## src/rtl/tx_char_encoder_defines.vh

```
// Constants for the dual-channel transmit character encoder.
// Assumes three-level pins arrive already resolved to two-bit codes.
`ifndef TX_CHAR_ENCODER_DEFINES_VH
`define TX_CHAR_ENCODER_DEFINES_VH

// Three-level pin codes
`define TL_LOW      2'h0
`define TL_MID      2'h1
`define TL_HIGH     2'h2

// Character kinds from the control decode
`define KD_DATA     2'h0
`define KD_FILL     2'h1
`define KD_SPEC     2'h2
`define KD_SYNC     2'h3

// Code points
`define K28_5_BYTE  8'hBC
`define K28_X       5'h1C
`define K28_6B      6'h0F
`define D7_X        5'h07
`define ALT7_4B     4'h7
`define Y3          3'h3
`define Y7          3'h7
`define BAL6        4'h3
`define BAL4        4'h2
`define VIOL_POS    10'h079
`define CTL_NONE    2'h0

// Word sync sequence positions
`define WS_FIRST    4'h0
`define WS_REV_A    4'h1
`define WS_REV_B    4'h2
`define WS_LAST     4'hF
`define WS_STEP     4'h1

// Self-test generator
`define BIST_SEED   9'h1FF

`endif

```

## src/rtl/tx_char_encoder.v

```verilog
// Dual-channel transmit character encoder with output skid buffers.
// Assumes all inputs synchronous to CLK_SYS; the shifter drains SYM_*.
`include "tx_char_encoder_defines.vh"
`timescale 1ns/1ns
`default_nettype none

module tx_char_encoder #(
    parameter DEPTH = 2  // Output buffer entries, power of two
) (
    input  wire        CLK_SYS,          // System clock, 25 MHz
    input  wire        SRST,             // Synchronous reset, high
    input  wire [3:0]  TX_MODE_SEL,      // [3:2] mode bit 1, [1:0] bit 0
    input  wire [1:0]  TX_CLOCK_SEL,     // Three-level clock select
    input  wire [1:0]  PARITY_CHECK_CTL, // Three-level parity control
    input  wire        SPECIAL_CODE_SEL, // Special code select
    input  wire        BIST_ENABLE,      // Send self-test sequence
    input  wire [1:0]  CHAR_VALID,       // Character offered, per chan
    output wire [1:0]  CHAR_READY,       // Character taken, per chan
    input  wire [15:0] CHAR_DATA,        // Data bits, A in [7:0]
    input  wire [3:0]  CHAR_CONTROL,     // Control bits, A in [1:0]
    input  wire [1:0]  ODD_PARITY,       // Odd parity bits
    input  wire [1:0]  PAB_ERROR,        // Phase-align buffer error
    output wire [1:0]  TX_ERROR_FLAG,    // Transmit error, per chan
    output wire [1:0]  SYM_VALID,        // Symbol available
    input  wire [1:0]  SYM_READY,        // Shifter takes symbol
    output wire [19:0] SYM_DATA          // Symbols, bit 0 sent first
);

    localparam PW = (DEPTH > 1) ? $clog2(DEPTH) : 1;

    wire [1:0] mode_hi   = TX_MODE_SEL[3:2];
    wire [1:0] mode_lo   = TX_MODE_SEL[1:0];
    wire       encoded   = (mode_hi != `TL_LOW);
    wire       atomic    = (mode_hi == `TL_MID);
    wire       interrupt = (mode_hi == `TL_HIGH);
    wire       par_on    = (PARITY_CHECK_CTL != `TL_LOW);
    wire       par_ctl   = (PARITY_CHECK_CTL == `TL_HIGH) | ~encoded;
    wire [1:0] accept    = CHAR_VALID & CHAR_READY;
    reg        sc_hold;

    // With TX_CLOCK_SEL mid, channel B sees the level captured with A's latest character
    wire sc_b = (TX_CLOCK_SEL == `TL_MID) ?
                (accept[0] ? SPECIAL_CODE_SEL : sc_hold) :
                SPECIAL_CODE_SEL;

    always @(posedge CLK_SYS) begin
        if (SRST)
            sc_hold <= 1'b0;
        else if (accept[0])
            sc_hold <= SPECIAL_CODE_SEL;
    end

    function [3:0] ones;
        input [9:0] v;
        integer i;
        begin
            ones = 4'h0;
            for (i = 0; i < 10; i = i + 1)
                ones = ones + {3'h0, v[i]};
        end
    endfunction

    function [5:0] tab6;
        input [4:0] x;
        begin
            case (x)
                5'h00: tab6 = 6'h27;
                5'h01: tab6 = 6'h1D;
                5'h02: tab6 = 6'h2D;
                5'h03: tab6 = 6'h31;
                5'h04: tab6 = 6'h35;
                5'h05: tab6 = 6'h29;
                5'h06: tab6 = 6'h19;
                5'h07: tab6 = 6'h38;
                5'h08: tab6 = 6'h39;
                5'h09: tab6 = 6'h25;
                5'h0A: tab6 = 6'h15;
                5'h0B: tab6 = 6'h34;
                5'h0C: tab6 = 6'h0D;
                5'h0D: tab6 = 6'h2C;
                5'h0E: tab6 = 6'h1C;
                5'h0F: tab6 = 6'h17;
                5'h10: tab6 = 6'h1B;
                5'h11: tab6 = 6'h23;
                5'h12: tab6 = 6'h13;
                5'h13: tab6 = 6'h32;
                5'h14: tab6 = 6'h0B;
                5'h15: tab6 = 6'h2A;
                5'h16: tab6 = 6'h1A;
                5'h17: tab6 = 6'h3A;
                5'h18: tab6 = 6'h33;
                5'h19: tab6 = 6'h26;
                5'h1A: tab6 = 6'h16;
                5'h1B: tab6 = 6'h36;
                5'h1C: tab6 = 6'h0E;
                5'h1D: tab6 = 6'h2E;
                5'h1E: tab6 = 6'h1E;
                default: tab6 = 6'h2B;
            endcase
        end
    endfunction

    function [3:0] tab4;
        input [2:0] y;
        begin
            case (y)
                3'h0: tab4 = 4'hB;
                3'h1: tab4 = 4'h9;
                3'h2: tab4 = 4'h5;
                3'h3: tab4 = 4'hC;
                3'h4: tab4 = 4'hD;
                3'h5: tab4 = 4'hA;
                3'h6: tab4 = 4'h6;
                default: tab4 = 4'hE;
            endcase
        end
    endfunction

    // Returns {new running disparity, symbol}; rd high means positive
    function [10:0] enc;
        input [7:0] d;
        input       k;
        input       rd;
        reg [5:0] s6;
        reg [3:0] s4;
        reg       rd6;
        reg       alt;
        reg [9:0] c;
        integer   i;
        begin
            s6 = (k && d[4:0] == `K28_X) ? `K28_6B : tab6(d[4:0]);
            rd6 = (ones({4'h0, s6}) != `BAL6) ? ~rd : rd;
            if (rd && ((ones({4'h0, s6}) != `BAL6) || d[4:0] == `D7_X))
                s6 = ~s6;
            alt = (d[7:5] == `Y7) && (k ||
                  (~rd6 && s6[1] && s6[0]) || (rd6 && ~s6[1] && ~s6[0]));
            s4 = alt ? `ALT7_4B : tab4(d[7:5]);
            if ((ones({6'h00, s4}) != `BAL4) || d[7:5] == `Y3
                || d[7:5] == `Y7) begin
                if (rd6)
                    s4 = ~s4;
            end else if (k && ~rd6) begin
                s4 = ~s4;
            end
            for (i = 0; i < 6; i = i + 1)
                c[i] = s6[5 - i];
            for (i = 0; i < 4; i = i + 1)
                c[6 + i] = s4[3 - i];
            enc = {(ones({6'h00, s4}) != `BAL4) ? ~rd6 : rd6, c};
        end
    endfunction

    // Violation symbol of proper disparity; it is balanced
    function [10:0] viol;
        input rd;
        begin
            viol = {rd, rd ? ~`VIOL_POS : `VIOL_POS};
        end
    endfunction

    // Table A: low nibble picks K28.0-7, K23/27/29/30.7; table B: K28.y
    function [10:0] spec;
        input [7:0] d;
        input       rd;
        begin
            if (d[7])
                spec = enc({d[2:0], `K28_X}, 1'b1, rd);
            else begin
                case (d[3:0])
                    4'h8: spec = enc(8'hF7, 1'b1, rd);
                    4'h9: spec = enc(8'hFB, 1'b1, rd);
                    4'hA: spec = enc(8'hFD, 1'b1, rd);
                    4'hB: spec = enc(8'hFE, 1'b1, rd);
                    default: begin
                        if (d[3])
                            spec = viol(rd);
                        else
                            spec = enc({d[2:0], `K28_X}, 1'b1, rd);
                    end
                endcase
            end
        end
    endfunction

    function [1:0] kind;
        input [1:0] tbl;
        input       sc;
        input [1:0] ctl;
        begin
            case (tbl)
                `TL_LOW:
                    kind = ~ctl[0] ? `KD_DATA : ctl[1] ? `KD_SYNC :
                           sc ? `KD_SPEC : `KD_FILL;
                `TL_MID:
                    kind = ~ctl[0] ? `KD_DATA : sc ? `KD_SYNC :
                           ctl[1] ? `KD_SPEC : `KD_FILL;
                default:
                    kind = ctl;
            endcase
        end
    endfunction

    genvar g;
    generate
        for (g = 0; g < 2; g = g + 1) begin : chan
            wire [7:0] d   = CHAR_DATA[8*g +: 8];
            wire [1:0] ctl = CHAR_CONTROL[2*g +: 2];
            wire       sc  = (g == 0) ? SPECIAL_CODE_SEL : sc_b;
            wire par_ok = ^{d, par_ctl ? ctl : `CTL_NONE, ODD_PARITY[g]};
            wire par_bad = par_on & accept[g] & ~par_ok;

            reg [9:0]  mem [0:DEPTH-1];
            reg [PW-1:0] wr_ptr;
            reg [PW-1:0] rd_ptr;
            reg [PW:0] count;
            reg        rd;
            reg        ws_active;
            reg [3:0]  ws_count;
            reg [8:0]  lfsr;
            reg        err_flag;

            reg        gen;
            reg [10:0] res;
            reg        next_rd;
            reg        next_ws_active;
            reg [3:0]  next_ws_count;
            reg [1:0]  k;

            wire space = (count != DEPTH);
            wire pop   = SYM_VALID[g] & SYM_READY[g];

            // Takes chars whenever there is room; stalls back-pressure host
            assign CHAR_READY[g]        = space;
            assign SYM_VALID[g]         = (count != 0);
            assign SYM_DATA[10*g +: 10] = mem[rd_ptr];
            assign TX_ERROR_FLAG[g]     = err_flag;

            always @* begin
                gen            = 1'b0;
                res            = {rd, 10'h000};
                next_ws_active = ws_active;
                next_ws_count  = ws_count;
                k              = kind(mode_lo, sc, ctl);
                if (!encoded) begin
                    // Test modes behave as bypass
                    next_ws_active = 1'b0;
                    gen = accept[g];
                    res = par_bad ? {rd, `VIOL_POS} :
                          {rd, ctl, d};
                end else if (BIST_ENABLE) begin
                    gen = space;
                    res = enc(lfsr[7:0], 1'b0, rd);
                end else if (PAB_ERROR[g]) begin
                    gen = space;
                    res = viol(rd);
                end else if (ws_active && (atomic ||
                             (accept[g] && ctl == `CTL_NONE && ~par_bad)))
                begin
                    // Atomic sequence ignores inputs
                    gen = space;
                    next_ws_count  = ws_count + `WS_STEP;
                    next_ws_active = (ws_count != `WS_LAST);
                    // Second and third sync chars reverse disparity
                    if (ws_count == `WS_REV_A || ws_count == `WS_REV_B) begin
                        res     = enc(`K28_5_BYTE, 1'b1, ~rd);
                        res[10] = rd;
                    end else begin
                        res = enc(`K28_5_BYTE, 1'b1, rd);
                    end
                end else if (accept[g]) begin
                    gen = 1'b1;
                    next_ws_active = 1'b0;
                    if (par_bad)
                        res = viol(rd);
                    else if (k == `KD_DATA)
                        res = enc(d, 1'b0, rd);
                    else if (k == `KD_FILL)
                        res = enc(`K28_5_BYTE, 1'b1, rd);
                    else if (k == `KD_SPEC)
                        res = spec(d, rd);
                    else begin
                        // First sync char follows normal coding
                        next_ws_active = 1'b1;
                        next_ws_count  = `WS_FIRST + `WS_STEP;
                        res = enc(`K28_5_BYTE, 1'b1, rd);
                    end
                end
                next_rd = res[10];
            end

            always @(posedge CLK_SYS) begin
                if (SRST) begin
                    wr_ptr    <= {PW{1'b0}};
                    rd_ptr    <= {PW{1'b0}};
                    count     <= {(PW+1){1'b0}};
                    rd        <= 1'b0;
                    ws_active <= 1'b0;
                    ws_count  <= `WS_FIRST;
                    lfsr      <= `BIST_SEED;
                    err_flag  <= 1'b0;
                end else begin
                    if (gen) begin
                        mem[wr_ptr] <= res[9:0];
                        wr_ptr      <= wr_ptr + 1'b1;
                        rd          <= next_rd;
                        ws_active   <= next_ws_active;
                        ws_count    <= next_ws_count;
                    end
                    if (pop)
                        rd_ptr <= rd_ptr + 1'b1;
                    if (gen && !pop)
                        count <= count + 1'b1;
                    else if (!gen && pop)
                        count <= count - 1'b1;
                    // Period 511 from taps 9 and 5
                    if (!BIST_ENABLE)
                        lfsr <= `BIST_SEED;
                    else if (gen)
                        lfsr <= {lfsr[7:0], lfsr[8] ^ lfsr[4]};
                    err_flag <= PAB_ERROR[g] | par_bad;
                end
            end
        end
    endgenerate

endmodule

`default_nettype wire

```

## config.mk

```make
export PLATFORM = sky130hd
export DESIGN_NAME = tx_char_encoder
export DESIGN_NICKNAME = d
export VERILOG_FILES = /design/src/rtl/tx_char_encoder.v
export VERILOG_INCLUDE_DIRS = /design/src /design/src/rtl
export SDC_FILE = /design/constraint.sdc
export NUM_CORES = 1
export LEC_CHECK = 0
export BUFFER_PORTS_ARGS = -buffer_cell sky130_fd_sc_hd__buf_2
export CORE_MARGIN = 10
export CORE_UTILIZATION = 60
export DETAILED_ROUTE_END_ITERATION = 10
export HOLD_SLACK_MARGIN = 0.05
export PLACE_DENSITY = 0.82
export SYNTH_ARGS = -nofsm -noshare
export SYNTH_HDL_FRONTEND = slang
export SYNTH_SLANG_ARGS = --single-unit
```

## constraint.sdc

```tcl
create_clock -name CLK_SYS -period 16.3 [get_ports CLK_SYS]
set_input_delay 3.26 -clock CLK_SYS [delete_from_list [all_inputs] [get_ports CLK_SYS]]
set_output_delay 3.26 -clock CLK_SYS [all_outputs]
set_load 0.05 [all_outputs]
```

==> flow_metrics.env, run 1 <==
export IMPL_status="finished clean"
export IMPL_synth_simple_area_share=0.2003
export IMPL_wl_per_cell_um=18.10
export IMPL_final_setup_viol_count=0
export IMPL_tightest_slew_ns=1.064
export IMPL_core_um2=16470
export IMPL_power_density_nw_per_um2=156.2
export IMPL_seqCellArea_um2=2302
export IMPL_yosys_area_top_type_share=0.1202
export IMPL_p_leak_nw=4.363
export IMPL_synthMuxAreaShare=0.04221
export IMPL_synth_top_family_by_area="compound AO/OA/AOI/OAI gates"
export IMPL_area_growth_syn_to_layout_pct=6.626
export IMPL_postRouteAntennaNets=0
export IMPL_post_dp_hpwl_mm=20.24
export IMPL_grt_pass1_wl_mm=43.27
export IMPL_root_buffer="clkbuf_16"
export IMPL_synth_seq_cells=95
export IMPL_cts_buffers=9
export IMPL_cts_tree="built"
export IMPL_ios=66
export IMPL_syn_inst=1230
export IMPL_worstPathArrival_ns=12.13
export IMPL_fillers=1396
export IMPL_required_ns=16.58
export IMPL_slowest_delay_ns=0.96
export IMPL_cp_startpoint="CHAR_DATA[0]"
export IMPL_start_util=0.6067
export IMPL_worstSetupPathType="in2reg"
export IMPL_synthAdderAreaFrac=0.1551
export IMPL_cpMostUsedCell="inv_1"
export IMPL_synth_xor_area_share=0.07553
export IMPL_drt_iter0_markers=915
export IMPL_relSlewSlack=0.2828
export IMPL_cts_hold_buf=0
export IMPL_yosysWarnings=0
export IMPL_synth_largest_area_cell="edfxtp_1"
export IMPL_wl_mm=26.52
export IMPL_synth_edf_count=40
export IMPL_ir_drop_uv=97.89
export IMPL_drive_above_1_share=0.1133
export IMPL_finalCriticalPeriod_ns=11.85
export IMPL_synth_area_top_cells="edfxtp_1, dfxtp_1, ha_1, fa_1, nor2_1"
export IMPL_viasPerCell=6.318
export IMPL_min_from="sc_hold$_SDFF_PP0_"
export IMPL_clk_pin_slew_ns=0.08
export IMPL_maxSlewViolCount=0
export IMPL_cap_viol_max_count=0
export IMPL_yosysMostFrequentCell="nor2_1"
export IMPL_final_hold_violation_count=0
export IMPL_min_path_cells=2
export IMPL_nets=1387
export IMPL_stdcell_count=1465
export IMPL_globalRouteTotalUtil=0.2350
export IMPL_synth_common_cells="nor2_1, nand2_1, ha_1"
export IMPL_tns_ns=0
export IMPL_slowest_stage="o41ai_2"
export IMPL_hp_class="reg2reg"
export IMPL_drc=0
export IMPL_critical_path_startpoint_type="primary input"
export IMPL_critPathCaptureType="flip-flop"
export IMPL_post_cts_resized=0
export IMPL_antenna_found_initial=1
export IMPL_place_congestion=0.9344
export IMPL_rsz0062_at_grt="false"
export IMPL_synth_area_um2=9990
export IMPL_fin_crit_sh=0.7271
export IMPL_grt_pass1_vias=8760
export IMPL_vias=9256
export IMPL_syn_nets=1378
export IMPL_port_buffer_count=65
export IMPL_yosysSeqAreaShare=0.2305
export IMPL_num_rows=47
export IMPL_grt_max_degree=32
export IMPL_reg2reg_depth=26
export IMPL_worst_clock_skew_ns=0.01271
export IMPL_fmax_mhz=84.37
export IMPL_multi_input_area_um2=7044
export IMPL_worst_path_max_fanout=13
export IMPL_die_y_um=149.0
export IMPL_clock_path_buffers=2
export IMPL_insertion_delay_ns=0.36
export IMPL_drtPass1Iterations=8
export IMPL_ys_flop_type="dfxtp_1"
export IMPL_die_x_um=149.0
export IMPL_syn_avg_cell_area_um2=8.122
export IMPL_die_area_um2=22210
export IMPL_dp_cells=1448
export IMPL_cts_setup_buffers=0
export IMPL_synth_compound_gate_area_share=0.2308
export IMPL_grt_overflow=0
export IMPL_async_flop_share=0
export IMPL_clock_sinks=95
export IMPL_yosysUniqueCellTypes=88
export IMPL_htreeDepth=3
[final cells by class]
class,count,area share
diodes,1,0.0002349
clock buffers,11,0.02385
clock inverters,5,0.003994
inverters,88,0.03101
multi-input cells,970,0.6613
flip-flops and latches,95,0.2161
well taps,220,0.02584
repair buffers,75,0.03759
[cells by family after synthesis]
kind of cell / after synthesis
buffers and inverters: 165
AND/OR/NAND/NOR: 402
AO/OA/AOI/OAI: 337
XOR/XNOR: 83
multiplexers: 39
adder cells (fa/ha/maj): 109
flip-flops: 95
[critical path, delay by kind of cell]
| kind | cells | cell delay, ns |
|---|---|---|
| AOI/OAI and AO/OA | 7 | 2.20 |
| xor gates and xnor gates | 1 | 0.12 |
| adders and majority gates | 11 | 3.92 |
| buffers and inverters | 9 | 0.69 |
| muxes | 1 | 0.39 |
| and+or+nand+nor | 10 | 1.55 |
[through the flow]
stage / hold slack (ns) / utilization / setup WS (ns) / power (mW) / area, um^2
2_1_floorplan: 0.4544 / - / 5.009 / 1.202 / 9990
3_3_place_gp: 0.4714 / 0.6287 / 4.392 / 1.398 / 10350
3_5_place_dp: 0.4874 / 0.6287 / 4.143 / 1.443 / 10350
4_1_cts: 0.5003 / 0.6467 / 4.493 / 1.661 / 10650
5_1_grt: 0.5384 / 0.6469 / 3.702 / 1.815 / 10650
6_report: 0.4996 / 0.6469 / 4.448 / 1.664 / 10650
[layer usage]
| layer | wire length (um) | up-vias | GRT usage |
|---|---|---|---|
| met1 | 10640 | 4322 | 0.2842 |
| met4 | 1065 | 0 | 0.1129 |
| met3 | 1687 | 81 | 0.03004 |
| met2 | 13120 | 390 | 0.4044 |
| met5 | 0 | - | 0 |
| li1 | - | 4463 | - |
[worst paths after layout]
kind                             end  slack, ns
max          chan[0].rd$_SDFFE_PP0P_       4.45
min               sc_hold$_SDFF_PP0_       0.50
max reg2reg  chan[1].rd$_SDFFE_PP0P_      10.00
min reg2reg       sc_hold$_SDFF_PP0_       0.50
[cells in the final DEF, fill, tap and decap left out, drive strengths merged, types with 6 or more instances in the layout]
cell	n
a211o	8
o22ai	8
dfxtp	55
nor2	120
mux2i	14
o21a	8
inv	88
a21oi	81
nor4	7
ha	83
a221oi	15
xor2	35
nand2	97
a211oi	12
nand2b	21
a21o	7
a31oi	10
buf	75
mux2	25
fa	25
o221ai	8
nand3b	13
edfxtp	40
or2	9
nor2b	12
xnor2	46
o211ai	30
or3	13
o21ai	72
nand4	9
and2	14
nor3b	6
nor3	29
clkbuf	11
nand3	25
a22oi	14
nor4b	9
[power breakdown]
group / total [mW] / switching, mW / internal [mW]
logic: 1.10 / 0.680 / 0.422
registers: 0.347 / 0.0338 / 0.313
clock network: 0.215 / 0.100 / 0.115
total: 1.66 / 0.814 / 0.850
Power figures use the tool's default switching activity.
==> inputs of run 2 (changes only) <==
==> constraint.sdc (replaced) <==
create_clock -name CLK_SYS -period 12 [get_ports CLK_SYS]
set_input_delay 2.4 -clock CLK_SYS [delete_from_list [all_inputs] [get_ports CLK_SYS]]
set_output_delay 2.4 -clock CLK_SYS [all_outputs]
set_load 0.05 [all_outputs]
==> run 2 against run 1 <==
Compared with the run above: clock power is 28% higher; routed wire length is 0.33% higher; die area stayed put; via count is 0.24% higher; critical path depth is 2 higher; non-clock buffer count is 1 higher; utilization is 0.076 points lower; final cell count is 0.14% higher; first-iteration DRC count is 22% higher; sequential share of layout area hardly changed; clock skew is 0.0037 ns lower; worst hold slack worse by 0.0092 ns.
==> flow_metrics.env, run 2 (synthesized netlist as in run 1, its figures left out) <==
export IMPL_design_area_um2=10640
export IMPL_power_density_nw_per_um2=211.0
export IMPL_core_um2=16470
export IMPL_p_leak_nw=4.356
export IMPL_rsz0062_at_grt="false"
export IMPL_clock_path_buffers=2
export IMPL_status="finished clean"
export IMPL_cts_buffers=9
export IMPL_cpMostUsedCell="inv_1"
export IMPL_hp_class="reg2reg"
export IMPL_worst_clock_skew_ns=0.008955
export IMPL_clk_pin_slew_ns=0.07
export IMPL_crit_buf_inv=10
export IMPL_place_congestion=0.9974
export IMPL_globalRouteTotalUtil=0.2347
export IMPL_clock_sinks=95
export IMPL_wl_mm=26.61
export IMPL_ios=66
export IMPL_slowest_stage="fa_1"
export IMPL_cp_startpoint="CHAR_DATA[0]"
export IMPL_post_cts_resized=0
export IMPL_place_area_um2=10360
export IMPL_nets=1388
export IMPL_cts_hold_buf=0
export IMPL_viasPerCell=6.324
export IMPL_fmax_mhz=95.63
export IMPL_cts_setup_buffers=0
export IMPL_drc=0
export IMPL_r2r_slack_ns=5.76
export IMPL_insertion_delay_ns=0.36
export IMPL_vias=9278
export IMPL_area_growth_syn_to_layout_pct=6.501
export IMPL_p_int_mw=1.146
export IMPL_setup_worst_path_end="chan[0].rd$_SDFFE_PP0P_"
export IMPL_cp_depth=41
export IMPL_die_y_um=149.0
export IMPL_wl_per_cell_um=18.14
export IMPL_cts_tree="built"
export IMPL_clkPwrFrac=0.122
export IMPL_fin_crit_sh=0.8715
export IMPL_seq_power_share=0.213
export IMPL_finalCriticalPeriod_ns=10.46
export IMPL_worstSetupPathType="in2reg"
export IMPL_tns_ns=0
export IMPL_tightest_slew_ns=1.048
export IMPL_ir_drop_uv=117.5
export IMPL_worstPathArrival_ns=10.73
export IMPL_r2r_end="chan[1].rd$_SDFFE_PP0P_"
export IMPL_grt_pass1_wl_mm=43.17
export IMPL_drive_above_1_share=0.1133
export IMPL_switchingPower_mw=1.099
export IMPL_start_util=0.6067
export IMPL_reg2reg_depth=26
export IMPL_antenna_found_initial=2
export IMPL_relSlewSlack=0.2966
export IMPL_slowest_delay_ns=0.54
export IMPL_grt_max_degree=32
export IMPL_drt_iter0_markers=1120
export IMPL_drtPass1Iterations=6
export IMPL_final_cell_mix="nor2_1, nand2_1, ha_1"
export IMPL_critical_path_startpoint_type="primary input"
export IMPL_num_rows=47
export IMPL_min_from="chan[1].lfsr[8]$_SDFFE_PP1N_"
export IMPL_fillers=1416
export IMPL_critical_path_top_delay_family="adder cells"
export IMPL_switching_share=0.4894
export IMPL_maxSlewViolCount=0
export IMPL_grt_pass1_vias=8852
export IMPL_port_buffer_count=65
export IMPL_final_hold_violation_count=0
export IMPL_grt_overflow=0
export IMPL_required_ns=12.28
export IMPL_layout_commonest_cell="nor2_1"
export IMPL_final_setup_viol_count=0
export IMPL_pwr_share_comb=0.665
export IMPL_postRouteAntennaNets=0
export IMPL_htreeDepth=3
export IMPL_post_dp_hpwl_mm=20.45
export IMPL_worst_path_max_fanout=13
export IMPL_root_buffer="clkbuf_16"
export IMPL_die_x_um=149.0
export IMPL_die_area_um2=22210
export IMPL_critPathCaptureType="flip-flop"
export IMPL_cap_viol_max_count=0
==> run 2: metal layers <==
metal | share of wire | global-route usage | up-vias
li1 | - | - | 4465
met1 | 0.40 | 0.2757 | 4339
met2 | 0.51 | 0.4173 | 397
met3 | 0.061 | 0.03277 | 77
met4 | 0.034 | 0.09961 | 0
met5 | 0 | 0 | -
==> run 2: area by class of cell <==
class | count | area (um^2) | area share
multi-input cells | 970 | 7044 | 0.6621
flip-flops and latches | 95 | 2302 | 0.2164
repair buffers | 76 | 407.9 | 0.03834
inverters | 88 | 330.3 | 0.03105
well taps | 220 | 275.3 | 0.02587
clock buffers | 11 | 232.7 | 0.02187
clock inverters | 5 | 41.29 | 0.003881
diodes | 2 | 5.005 | 0.0004704
==> run 2: worst min path at each step <==
stage	slack (ns)	cells past startpoint	to
4_1_cts	0.49	2	sc_hold$_SDFF_PP0_
5_1_grt	0.51	2	chan[1].lfsr[8]$_SDFFE_PP1N_
6_report	0.49	2	chan[1].lfsr[8]$_SDFFE_PP1N_
3_3_place_gp	0.47	2	sc_hold$_SDFF_PP0_
3_5_place_dp	0.47	2	sc_hold$_SDFF_PP0_
2_1_floorplan	0.45	2	sc_hold$_SDFF_PP0_
==> run 2: power groups by stage <==
stage	Combinational, mW	Clock [mW]	Sequential (mW)
floorplan	1.17	0	0.458
global placement	1.42	0	0.481
detailed placement	1.48	0	0.484
CTS	1.49	0.276	0.478
global route	1.65	0.289	0.487
finish	1.49	0.275	0.478
==> run 2: stage by stage <==
stage	hold slack (ns)	total power, mW	utilization	instances	setup slack (ns)
after floorplan	0.4544	1.632	-	1230	1.569
after detailed placement	0.4745	1.961	0.6292	1449	1.221
after global placement	0.4714	1.901	0.6292	1449	1.501
after global routing	0.5083	2.429	0.6461	1467	0.9085
after CTS	0.4907	2.240	0.6458	1465	1.578
final	0.4905	2.245	0.6461	1467	1.543
==> run 2: worst register-to-register path: stages (launching register included) <==
cell	delay [ns]
dfxtp_1	0.37
fa_1	0.54
inv_1	0.05
fa_1	0.48
inv_1	0.05
ha_1	0.18
fa_1	0.43
nand3b_1	0.15
inv_1	0.07
a211o_1	0.26
a211oi_1	0.30
a21o_1	0.19
fa_1	0.41
ha_1	0.21
ha_1	0.18
a211oi_1	0.18
nand2_1	0.09
nand2_1	0.18
xnor2_1	0.23
fa_1	0.49
ha_1	0.22
ha_1	0.28
nand2_1	0.07
xor2_1	0.17
a32oi_1	0.07
a41o_1	0.26
nor2_1	0.07
==> inputs of run 3 (changes only) <==
--- a/config.mk
+++ b/config.mk
@@ -8,10 +8,10 @@
 export LEC_CHECK = 0
 export BUFFER_PORTS_ARGS = -buffer_cell sky130_fd_sc_hd__buf_2
 export CORE_MARGIN = 10
-export CORE_UTILIZATION = 60
+export CORE_UTILIZATION = 57
 export DETAILED_ROUTE_END_ITERATION = 10
 export HOLD_SLACK_MARGIN = 0.05
-export PLACE_DENSITY = 0.82
+export PLACE_DENSITY = 0.79
 export SYNTH_ARGS = -nofsm -noshare
 export SYNTH_HDL_FRONTEND = slang
 export SYNTH_SLANG_ARGS = --single-unit
==> run 3 against run 2 <==
Compared with the run above: clock skew down 0.0012 ns; flip-flop and latch count unchanged; total power about the same; non-clock buffer count up 1; sequential power down 2%; worst hold slack better by 0.0066 ns; critical path type unchanged; largest power group unchanged.
==> flow_metrics.env, run 3 (synthesized netlist as in run 1, its figures left out) <==
export IMPL_seq_power_share=0.210
export IMPL_final_hold_violation_count=0
export IMPL_cts_setup_buffers=0
export IMPL_worstSetupPathType="in2reg"
export IMPL_nets=1389
export IMPL_clkPwrFrac=0.121
export IMPL_htreeDepth=3
export IMPL_r2r_slack_ns=5.73
export IMPL_rsz0062_at_grt="false"
export IMPL_area_growth_syn_to_layout_pct=6.513
export IMPL_insertedDiodeCount=0
export IMPL_antenna_found_initial=0
export IMPL_worstPathArrival_ns=10.70
export IMPL_tns_ns=0
export IMPL_die_y_um=152.4
export IMPL_ir_drop_uv=122.5
export IMPL_slowest_stage="fa_1"
export IMPL_drive_above_1_share=0.1132
export IMPL_fin_crit_sh=0.8696
export IMPL_cts_buffers=9
export IMPL_whs_ns=0.4970
export IMPL_critical_path_startpoint_type="primary input"
export IMPL_num_rows=48
export IMPL_clock_sinks=95
export IMPL_stdcell_count=1471
export IMPL_place_congestion=0.9381
export IMPL_final_setup_viol_count=0
export IMPL_required_ns=12.27
export IMPL_maxSlewViolCount=0
export IMPL_p_int_mw=1.147
export IMPL_dp_cells=1455
export IMPL_insertion_delay_ns=0.36
export IMPL_cpMostUsedCell="inv_1"
export IMPL_drc=0
export IMPL_drtPass1Iterations=6
export IMPL_viasPerCell=6.243
export IMPL_p_leak_nw=4.360
export IMPL_final_cell_mix="nor2_1, nand2_1, ha_1"
export IMPL_post_dp_hpwl_mm=20.24
export IMPL_root_buffer="clkbuf_16"
export IMPL_postRouteAntennaNets=0
export IMPL_drt_iter0_markers=772
export IMPL_cts_hold_buf=0
export IMPL_vias=9184
export IMPL_start_util=0.5796
export IMPL_cap_viol_max_count=0
export IMPL_slowest_delay_ns=0.53
export IMPL_die_x_um=152.4
export IMPL_relSlewSlack=0.3078
export IMPL_tightest_slew_ns=1.031
export IMPL_pwr_share_comb=0.669
export IMPL_grt_pass1_vias=8588
export IMPL_port_buffer_count=65
export IMPL_grt_pass1_wl_mm=42.00
export IMPL_worst_path_max_fanout=13
export IMPL_globalRouteTotalUtil=0.2126
export IMPL_grt_overflow=0
export IMPL_clock_path_buffers=2
export IMPL_layout_commonest_cell="nor2_1"
export IMPL_switching_share=0.4886
export IMPL_wl_per_cell_um=17.75
export IMPL_hp_class="reg2reg"
export IMPL_ios=66
export IMPL_clk_pin_slew_ns=0.07
export IMPL_cts_tree="built"
export IMPL_power_density_nw_per_um2=210.8
export IMPL_status="finished clean"
export IMPL_switchingPower_mw=1.096
export IMPL_grt_max_degree=32
export IMPL_fmax_mhz=95.83
export IMPL_finalCriticalPeriod_ns=10.44
export IMPL_fillers=1526
export IMPL_post_cts_resized=0
export IMPL_wl_mm=26.11
export IMPL_core_um2=17240
export IMPL_die_area_um2=23220
export IMPL_worst_clock_skew_ns=0.007734
export IMPL_critPathCaptureType="flip-flop"
## run 3: changes by cell type in the layout (fill, tap and decap cells not counted), sizes merged
cell,previous run,this run
buf,76,77
diode,2,0
## run 3: power groups by stage
stage | registers [mW] | logic [mW] | clock network (mW)
after global routing | 0.480 | 1.67 | 0.286
after CTS | 0.472 | 1.50 | 0.274
after detailed placement | 0.478 | 1.49 | 0
final | 0.470 | 1.50 | 0.271
after global placement | 0.476 | 1.43 | 0
after floorplan | 0.458 | 1.17 | 0
## run 3: per-stage QoR
stage,instance area [um^2],power [mW],worst slack [ns],util
after global routing,10640,2.439,0.9294,0.6173
after detailed placement,10370,1.964,1.234,0.6016
after global placement,10370,1.905,1.514,0.6016
after CTS,10640,2.241,1.574,0.6173
final,10640,2.243,1.565,0.6173
after floorplan,9990,1.632,1.569,-
## run 3: layout make-up
type,count,area [um^2],area share
multi-input combinational,970,7039,0.6616
sequential,95,2302,0.2164
timing repair buffer,77,415.4,0.03904
inverter,88,330.3,0.03104
tap,225,281.5,0.02646
clock buffer,11,232.7,0.02187
clock inverter,5,38.79,0.003645
## run 3: layer usage
layer	part of all wire	up-vias	wire, um	GRT usage
met5	0	-	0	0
met4	0.043	0	1121	0.09308
met3	0.055	93	1443	0.03443
met2	0.49	308	12840	0.3700
met1	0.41	4338	10710	0.2520
li1	-	4445	-	-
## run 3: final timing paths
kind | start | endpoint | depth (start not counted)
min reg2reg | sc_hold$_SDFF_PP0_ | sc_hold$_SDFF_PP0_ | 2
max | CHAR_DATA[0] | chan[0].rd$_SDFFE_PP0P_ | 40
max reg2reg | flip-flop | chan[1].rd$_SDFFE_PP0P_ | 26
min | sc_hold$_SDFF_PP0_ | sc_hold$_SDFF_PP0_ | 2
## run 3: critical path: cells and delay by family
family | cells | cell delay (ns)
buffers and inverters | 10 | 0.94
adder cells (fa/ha/maj) | 11 | 3.89
AND/OR/NAND/NOR | 10 | 1.40
multiplexers | 1 | 0.37
AO/OA/AOI/OAI | 7 | 1.56
XOR/XNOR | 1 | 0.12
